`config.mk`:
```
export PLATFORM = sky130hd
export DESIGN_NAME = psw_core
export DESIGN_NICKNAME = d
export VERILOG_FILES = /design/src/common/psw_pkg.sv /design/src/core/psw_core.sv /design/src/core/psw_flag_gen.sv /design/src/core/psw_stack_limit.sv
export VERILOG_INCLUDE_DIRS = /design/src /design/src/common
export SDC_FILE = /design/constraint.sdc
export NUM_CORES = 1
export LEC_CHECK = 0
export ABC_AREA = 1
export BUFFER_PORTS_ARGS = -buffer_cell sky130_fd_sc_hd__buf_2
export CAP_MARGIN = 10
export CORE_UTILIZATION = 57
export CTS_BUF_LIST = sky130_fd_sc_hd__clkbuf_4 sky130_fd_sc_hd__clkbuf_8
export CTS_CLUSTER_DIAMETER = 30
export DETAILED_ROUTE_END_ITERATION = 16
export PLACE_DENSITY = 0.95
export REMOVE_ABC_BUFFERS = 1
export SLEW_MARGIN = 20
export SYNTH_ARGS = -nofsm -noshare
export SYNTH_HDL_FRONTEND = slang
export SYNTH_SLANG_ARGS = --single-unit
```
`constraint.sdc`:
```
create_clock -name I_CORE_CLK -period 6.16 [get_ports I_CORE_CLK]
set_clock_uncertainty 0.05 [all_clocks]
set_input_delay 1.232 -clock I_CORE_CLK [delete_from_list [all_inputs] [get_ports I_CORE_CLK]]
set_output_delay 1.232 -clock I_CORE_CLK [all_outputs]
set_load 0.01 [all_outputs]
```
`src/common/psw_consts.svh`:
```
// Constants for the processor status word block
`ifndef PSW_CONSTS_SVH
`define PSW_CONSTS_SVH
`define PSW_ADDR 16'hFF10
`define PSW_BUS_ADDR 32'h0000FF10
`define PSW_STK_ADDR 32'h0000FF14
`define PSW_RESET 16'h0000
`define PSW_RW_MASK 16'hFC7F
`define PSW_BIT_N 0
`define PSW_BIT_C 1
`define PSW_BIT_V 2
`define PSW_BIT_Z 3
`define PSW_BIT_E 4
`define PSW_BIT_MULDIV_INTERRUPTED_FLAG 5
`define PSW_BIT_USER 6
`define PSW_BIT_HOLD 10
`define PSW_BIT_IEN 11
`define PSW_LVL_LSB 12
`define PSW_STK_MIN 16'h0020
`define PSW_STK_MAX 16'h0200
`define PSW_STK_FULL 16'h0000
`endif

```
`src/common/psw_pkg.sv`:
```
// Types for the processor status word block
package psw_pkg;
   typedef enum logic [1:0] {
      PSW_CLS_ARITH,
      PSW_CLS_LOGIC,
      PSW_CLS_MOVE,
      PSW_CLS_NONE
   } psw_class_t;
   typedef enum logic [1:0] {
      PSW_ST_IDLE,
      PSW_ST_ACCESS
   } psw_state_t;
endpackage

```
`src/core/psw_core.sv`:
```
// Processor status word register with APB access and flag update
//
// Design decision made here: the APB register port.
`timescale 1ns/1ps
`include "psw_consts.svh"
module psw_core (
   input wire logic I_CORE_CLK,
   input wire logic I_RST,
   input wire logic I_PSEL,
   input wire logic I_PENABLE,
   input wire logic I_PWRITE,
   input wire logic [31:0] I_PADDR,
   input wire logic [31:0] I_PWDATA,
   input wire logic [3:0] I_PSTRB,
   input wire logic I_BIT_WE,
   input wire logic [3:0] I_BIT_SEL,
   input wire logic I_BIT_VAL,
   input wire logic I_ALU_VALID,
   input wire logic I_ALU_BYTE,
   input wire psw_pkg::psw_class_t I_ALU_CLASS,
   input wire logic [16:0] I_ALU_RESULT,
   input wire logic I_ALU_OVF,
   input wire logic [15:0] I_ALU_SRC,
   input wire logic I_IRQ_ENTRY,
   input wire logic [3:0] I_IRQ_LEVEL,
   input wire logic I_MULDIV_BUSY,
   input wire logic I_RETI,
   input wire logic I_RETI_MULDIV_INTERRUPTED_FLAG,
   input wire logic I_STK_PUSH,
   input wire logic I_STK_POP,
   output logic [31:0] O_PRDATA,
   output logic O_PREADY,
   output logic O_PSLVERR,
   output logic [15:0] O_PSW,
   output logic [3:0] O_CPU_PRIORITY_LEVEL,
   output logic O_GLOBAL_IRQ_ENABLE,
   output logic O_BUS_HOLD_ARBITRATION_ENABLE,
   output logic O_USER_FLAG,
   output logic O_MULDIV_INTERRUPTED_FLAG,
   output logic [15:0] O_STACK_PTR
);
   import psw_pkg::*;

   function automatic logic [1:0] decode_addr(input logic [31:0] a);
      if (a == `PSW_BUS_ADDR)
         return 2'h1;
      else if (a == `PSW_STK_ADDR)
         return 2'h2;
      else
         return 2'h0;
   endfunction

   logic [15:0] psw_q;
   logic [15:0] psw_d;
   logic [15:0] stack_size_field_q;
   logic [31:0] prdata_q;
   logic pready_q;
   logic pslverr_q;
   logic [3:0] lvl_q;
   logic ien_q;
   logic hold_q;
   logic user_q;
   logic muldiv_interrupted_flag_q;
   logic [15:0] stk_ptr_q;
   logic [15:0] stk_ptr;
   logic [4:0] alu_flags;
   logic [15:0] wmask;
   logic setup;
   logic wr_psw;
   logic wr_stk;
   psw_state_t state_q;

   assign setup = I_PSEL && !I_PENABLE;
   // Writes take effect in the access cycle, which is also when pready is high
   assign wr_psw = (state_q == PSW_ST_ACCESS) && I_PSEL && I_PENABLE && I_PWRITE
      && (decode_addr(I_PADDR) == 2'h1);
   assign wr_stk = (state_q == PSW_ST_ACCESS) && I_PSEL && I_PENABLE && I_PWRITE
      && (decode_addr(I_PADDR) == 2'h2);

   genvar g;
   generate
      for (g = 0; g < 2; g++) begin : g_lane
         assign wmask[g*8 +: 8] = {8{I_PSTRB[g]}};
      end
   endgenerate

   psw_flag_gen u_flags (
      .i_byte(I_ALU_BYTE),
      .i_result(I_ALU_RESULT),
      .i_overflow(I_ALU_OVF),
      .i_source(I_ALU_SRC),
      .i_class(I_ALU_CLASS),
      .o_flags(alu_flags)
   );

   psw_stack_limit u_stack (
      .i_clk(I_CORE_CLK),
      .i_rst(I_RST),
      .i_size(stack_size_field_q),
      .i_push(I_STK_PUSH),
      .i_pop(I_STK_POP),
      .o_ptr(stk_ptr)
   );

   always_comb begin
      psw_d = psw_q;
      if (I_ALU_VALID) begin
         psw_d[4:0] = alu_flags;
      end
      if (I_IRQ_ENTRY) begin
         psw_d[15:12] = I_IRQ_LEVEL;
         psw_d[`PSW_BIT_MULDIV_INTERRUPTED_FLAG] = I_MULDIV_BUSY;
      end else if (I_RETI) begin
         psw_d[`PSW_BIT_MULDIV_INTERRUPTED_FLAG] = I_RETI_MULDIV_INTERRUPTED_FLAG;
      end
      // Explicit writes are applied last so they win over implicit updates
      if (I_BIT_WE) begin
         psw_d[I_BIT_SEL] = I_BIT_VAL;
      end
      if (wr_psw) begin
         psw_d = (psw_d & ~wmask) | (I_PWDATA[15:0] & wmask);
      end
      psw_d = psw_d & `PSW_RW_MASK;
   end

   always_ff @(posedge I_CORE_CLK) begin
      if (I_RST)
         psw_q <= `PSW_RESET;
      else
         psw_q <= psw_d;
   end

   always_ff @(posedge I_CORE_CLK) begin
      if (I_RST)
         stack_size_field_q <= `PSW_STK_MIN;
      // Size is clamped on write so software reads back what the pointer really uses
      else if (wr_stk) begin
         if (I_PWDATA[15:0] == `PSW_STK_FULL)
            stack_size_field_q <= `PSW_STK_FULL;
         else if (I_PWDATA[15:0] < `PSW_STK_MIN)
            stack_size_field_q <= `PSW_STK_MIN;
         else if (I_PWDATA[15:0] > `PSW_STK_MAX)
            stack_size_field_q <= `PSW_STK_MAX;
         else
            stack_size_field_q <= I_PWDATA[15:0];
      end
   end

   always_ff @(posedge I_CORE_CLK) begin
      if (I_RST)
         stk_ptr_q <= 16'h0000;
      else
         stk_ptr_q <= stk_ptr;
   end

   // No wait state: setup, then access with pready high
   always_ff @(posedge I_CORE_CLK) begin
      if (I_RST) begin
         state_q <= PSW_ST_IDLE;
         pready_q <= 1'b0;
         pslverr_q <= 1'b0;
         prdata_q <= 32'h00000000;
      end else begin
         case (state_q)
            PSW_ST_IDLE: begin
               pready_q <= 1'b0;
               pslverr_q <= 1'b0;
               if (setup) begin
                  state_q <= PSW_ST_ACCESS;
                  pready_q <= 1'b1;
                  pslverr_q <= (decode_addr(I_PADDR) == 2'h0);
                  case (decode_addr(I_PADDR))
                     2'h1: prdata_q <= {16'h0000, psw_q};
                     2'h2: prdata_q <= {16'h0000, stack_size_field_q};
                     default: prdata_q <= 32'h00000000;
                  endcase
               end
            end
            PSW_ST_ACCESS: begin
               state_q <= PSW_ST_IDLE;
               pready_q <= 1'b0;
               pslverr_q <= 1'b0;
            end
            default: begin
               state_q <= PSW_ST_IDLE;
               pready_q <= 1'b0;
            end
         endcase
      end
   end

   always_ff @(posedge I_CORE_CLK) begin
      if (I_RST) begin
         lvl_q <= 4'h0;
         ien_q <= 1'b0;
         hold_q <= 1'b0;
         user_q <= 1'b0;
         muldiv_interrupted_flag_q <= 1'b0;
      end else begin
         lvl_q <= psw_d[15:12];
         ien_q <= psw_d[`PSW_BIT_IEN];
         hold_q <= psw_d[`PSW_BIT_HOLD];
         user_q <= psw_d[`PSW_BIT_USER];
         muldiv_interrupted_flag_q <= psw_d[`PSW_BIT_MULDIV_INTERRUPTED_FLAG];
      end
   end

   assign O_PRDATA = prdata_q;
   assign O_PREADY = pready_q;
   assign O_PSLVERR = pslverr_q;
   assign O_PSW = psw_q;
   assign O_CPU_PRIORITY_LEVEL = lvl_q;
   assign O_GLOBAL_IRQ_ENABLE = ien_q;
   assign O_BUS_HOLD_ARBITRATION_ENABLE = hold_q;
   assign O_USER_FLAG = user_q;
   assign O_MULDIV_INTERRUPTED_FLAG = muldiv_interrupted_flag_q;
   assign O_STACK_PTR = stk_ptr_q;
endmodule

```
`src/core/psw_flag_gen.sv`:
```
// Condition flag generation from an ALU or move result
`timescale 1ns/1ps
`include "psw_consts.svh"
module psw_flag_gen (
   input wire logic i_byte,
   input wire logic [16:0] i_result,
   input wire logic i_overflow,
   input wire logic [15:0] i_source,
   input wire psw_pkg::psw_class_t i_class,
   output logic [4:0] o_flags
);
   import psw_pkg::*;
   logic [15:0] res;
   logic msb;
   logic carry;
   logic zero;
   logic endt;
   always_comb begin
      res = i_result[15:0];
      msb = i_byte ? res[7] : res[15];
      carry = i_byte ? res[8] : i_result[16];
      zero = i_byte ? (res[7:0] == 8'h00) : (res == 16'h0000);
      endt = i_byte ? (i_source[7:0] == 8'h80) : (i_source == 16'h8000);
      o_flags = 5'h00;
      o_flags[`PSW_BIT_N] = msb;
      o_flags[`PSW_BIT_Z] = zero;
      if (i_class == PSW_CLS_ARITH) begin
         o_flags[`PSW_BIT_C] = carry;
         o_flags[`PSW_BIT_V] = i_overflow;
      end
      if (i_class != PSW_CLS_NONE) begin
         o_flags[`PSW_BIT_E] = endt;
      end
   end
endmodule

```
`src/core/psw_stack_limit.sv`:
```
// Circular system stack pointer within the dedicated area
`timescale 1ns/1ps
`include "psw_consts.svh"
module psw_stack_limit (
   input wire logic i_clk,
   input wire logic i_rst,
   input wire logic [15:0] i_size,
   input wire logic i_push,
   input wire logic i_pop,
   output logic [15:0] o_ptr
);
   logic [15:0] lim;
   always_comb begin
      if (i_size == `PSW_STK_FULL)
         lim = 16'hFFFF;
      else if (i_size < `PSW_STK_MIN)
         lim = `PSW_STK_MIN - 16'h0001;
      else if (i_size > `PSW_STK_MAX)
         lim = `PSW_STK_MAX - 16'h0001;
      else
         lim = i_size - 16'h0001;
   end
   always_ff @(posedge i_clk) begin
      if (i_rst)
         o_ptr <= 16'h0000;
      else if (i_push && !i_pop)
         o_ptr <= (o_ptr >= lim) ? 16'h0000 : o_ptr + 16'h0001;
      else if (i_pop && !i_push)
         o_ptr <= (o_ptr == 16'h0000) ? lim : o_ptr - 16'h0001;
   end
endmodule

```
==> results.md <==
* Primary flip-flop cell chosen by synthesis mapping: sky130_fd_sc_hd__dfxtp_1
* Clock period minus worst slack at between 3 and 4 ns
* List of most frequent post-synthesis cells: sky130_fd_sc_hd__nand2_1 (250), sky130_fd_sc_hd__nor2_1 (143), sky130_fd_sc_hd__inv_1 (112)
* Static leakage at ~3.6 nW
* Endpoint of the lowest-slack register-to-register path: u_stack.o_ptr[3]
* Root Driver: sky130_fd_sc_hd__clkbuf_8
* # diodes at 0
* Crit path launch type: register
* Worst hold margin at approximately 0.42 ns
* Worst endpoint data arrival time at 3.52 ns
* Wire length of the first global-routing pass at ~28,000 um
* DP Worst Slack at between 2 and 3 ns
* Status: finished, final reports clean
* Aggregate global routing overflow at 0
* Count of unique library cells instantiated by Yosys at 42
* Max-cap violation count at 0
* Hold wc startpoint: stack_size_field_q[1]
* Endpoint class of the critical path: register
* Count of boundary I/O pins at 201
* Die H at about 100 um
* Post-cts hold buffer count at 0
* Total vias in the final route at about 6,800
* Adder and majority cell fraction of the synthesized area at between 4 and 5%
* Aggregate routed wire length at around 17,000 um
* Starting Density at approximately three fifths
* Share of flip-flops with an asynchronous set or reset at 0%
* Area added between synthesis and finish at 15.5%
* Number of nets in the layout at roughly 1,300
* Count of input and output buffers at approximately 160
* Synthesized area per cell at between 6 and 7 sq um
* Via/cell ratio at ~5.4
* Startpoint of the worst-slack reg-to-reg timing path: stack_size_field_q[0]
* Number of global-route vias before repair at approximately 6,000
* HPWL after DPL at 12,600 um
* Maximum resistive drop on vdd at between 0.0001 and 0.00015 V
* Maximum fanout count along the critical path at 12
* Count of antenna-violating nets left after detailed routing at 0
* Die area at between 0.01 and 0.015 sq mm
* Clock Sink Count at 80
* EDFF count, synth at 0
* Relative slew slack at around 43%
* RSZ-0062 raised after global routing: no
* Layout cell share with drive strength beyond 1 at roughly 19%
* Total negative slack at 0 ns
* Sequential element share of the synthesized area at a little over a quarter
* Power density of the placed cells at 208 mW/mm^2
* Most frequent cell after synthesis: sky130_fd_sc_hd__nand2_1
* Startpoint-to-endpoint class of the critical path: register to register
* Maximum buffer depth of the clock tree at 2
* Dominant combinational cell family by area after synthesis: simple AND/OR/NAND/NOR gates
* Register clock-pin slew on the reported worst setup and hold paths at 0.09 ns
* Capturing instance or port of the critical path: u_stack.o_ptr[3]
* Core Area at ~0.010 sq mm
* TritonRoute pass-1 iters at 5
* CTS tree: yes
* Maximum number of pins on one net before global-route repair at 48
* CTS H-Tree Depth at 3
* Number of warnings issued by yosys at 0
* Area share of the leading cell type in the synthesized netlist at a little over a quarter
* Slew of the pin with the lowest slew margin at roughly 0.86 ns
* FF-to-FF setup slack at about 2.8 ns
* Period utilization at 53.8%
* Number of max-slew violations in the final report at 0
* Hold violation total from the final report at 0
* Min-Delay Path Class: register to register
* Compound-gate portion of the synthesized area at about an eighth
* Synth Area in Simple Gates at roughly 41%
* XOR/XNOR Fraction of Synth Area at less than 1%
* Count of endpoints failing setup in the final report at 0
* Floorplan die width at between 100 and 150 um
* Detailed router's first-iteration violation count at about 630
* Inserted Clock Buffers at 9
* Combined area of all synthesized cells at 0.00595 sq mm
* Cell types occupying the most area after synthesis: sky130_fd_sc_hd__dfxtp_1 (27%), sky130_fd_sc_hd__nand2_1 (16%), sky130_fd_sc_hd__nor2_1 (9.0%)
* Std cell rows at 36
* Number of antenna violations at the first check in global routing at 0
* DP Area at 0.00666 sq mm
* DRC violations left at 0
* Final instance area at just under 0.007 sq mm
* Total of flip-flops plus latches after synthesis at 80
* Synth area leader: sky130_fd_sc_hd__dfxtp_1
* Highest attainable clock frequency at about 0.30 GHz
* Placer congestion estimate at between 0.9 and 1
* Number of cells on the worst reg-to-reg path at 17
* Required time worst endpoint at approximately 6.4 ns
* Global-route total usage across every layer at 30.8%
* Post-CTS setup buffers at 0
* Gate count after technology mapping at around 1,000
* Detail-routed net length per standard cell at 13.2 um
* Worst Slack Setup Final at 2.84 ns
* Count of cells resized by post-cts repair at 0
* Critical Path Source: stack_size_field_q[0]
* Clock Latency Late Sink at between 0.3 and 0.4 ns
* Share of cell area taken by muxes after synthesis at 0.337%
==> flip-flops by register name (all words and copies together), names as in the netlist <==
signal and cells:
O_PRDATA 16, O_PREADY 1, O_PSLVERR 1, O_PSW 13
O_STACK_PTR 16, stack_size_field_q 16, state_q 1, u_stack.o_ptr 16
==> worst min-delay path by stage <==
| stage | endpoint | slack, ns | cells after the start |
|---|---|---|---|
| floorplan | stack_size_field_q[1] | 0.39 | 2 |
| global placement | stack_size_field_q[1] | 0.40 | 2 |
| detailed placement | stack_size_field_q[1] | 0.41 | 2 |
| CTS | stack_size_field_q[1] | 0.42 | 2 |
| global route | O_PRDATA[7] | 0.46 | 2 |
| finish | stack_size_field_q[1] | 0.42 | 2 |
==> critical path, cell delays in order (launching register included) <==
cell                       delay [ns]
sky130_fd_sc_hd__dfxtp_1         0.34
sky130_fd_sc_hd__inv_1           0.16
sky130_fd_sc_hd__ha_1            0.20
sky130_fd_sc_hd__nand2_1         0.08
sky130_fd_sc_hd__nor2_2          0.18
sky130_fd_sc_hd__nand2_1         0.07
sky130_fd_sc_hd__nand2_1         0.15
sky130_fd_sc_hd__nand2_2         0.12
sky130_fd_sc_hd__clkinv_2        0.11
sky130_fd_sc_hd__a21oi_1         0.07
sky130_fd_sc_hd__ha_1            0.30
sky130_fd_sc_hd__nand2_1         0.07
sky130_fd_sc_hd__nor4_2          0.33
sky130_fd_sc_hd__nand2_1         0.40
sky130_fd_sc_hd__nand2_1         0.36
sky130_fd_sc_hd__nor2_1          0.07
sky130_fd_sc_hd__nor2_1          0.12
sky130_fd_sc_hd__nor2_1          0.05
==> cells in the final DEF (no fill, tap or decap), types with 22 or more instances in the layout <==
cell                      count
sky130_fd_sc_hd__inv_1      112
sky130_fd_sc_hd__ha_1        22
sky130_fd_sc_hd__nor2_1     142
sky130_fd_sc_hd__nand3_1     92
sky130_fd_sc_hd__buf_2      163
sky130_fd_sc_hd__a21oi_1     38
sky130_fd_sc_hd__dfxtp_1     80
sky130_fd_sc_hd__nand2_1    250
sky130_fd_sc_hd__o21ai_0     41
sky130_fd_sc_hd__nand4_1     25
==> cell type report <==
class,count,area (sq um)
inverter,125,472
fill,889,3090
multi-input combinational,737,3600
tap,133,166
sequential,80,1600
clock buffer,9,124
timing repair buffer,163,816
clock inverter,7,85.1
==> per-stage QoR <==
step                utilization (%)  instances  power [mW]
floorplan                         -        942       0.868
global placement               66.9       1238        1.00
detailed placement             66.9       1238        1.01
CTS                            69.0       1254        1.42
global route                   69.0       1254        1.51
finish                         69.0       1254        1.43
==> report_power, final <==
part           switching (mW)  internal (mW)
registers              0.0440          0.548
logic                   0.266          0.153
clock network           0.223          0.196
total                   0.533          0.897
==> logic make-up after synthesis <==
group                      count (synthesis)
xor gates and xnor gates                   5
other                                      1
DFF                                       80
muxes                                      2
and+or+nand+nor                          561
buffers and inverters                    180
AOI/OAI and AO/OA                        128
adders and majority gates                 22
==> layer usage <==
metal / global-route usage (%) / up-vias / share of wire, %
met3: 5.58 / 35 / 8.7
met1: 41.2 / 3037 / 43
met5: 0 / - / 0
li1: - / 3397 / -
met4: 9.29 / 0 / 1.7
met2: 50.4 / 336 / 46
Power figures use the tool's default switching activity.
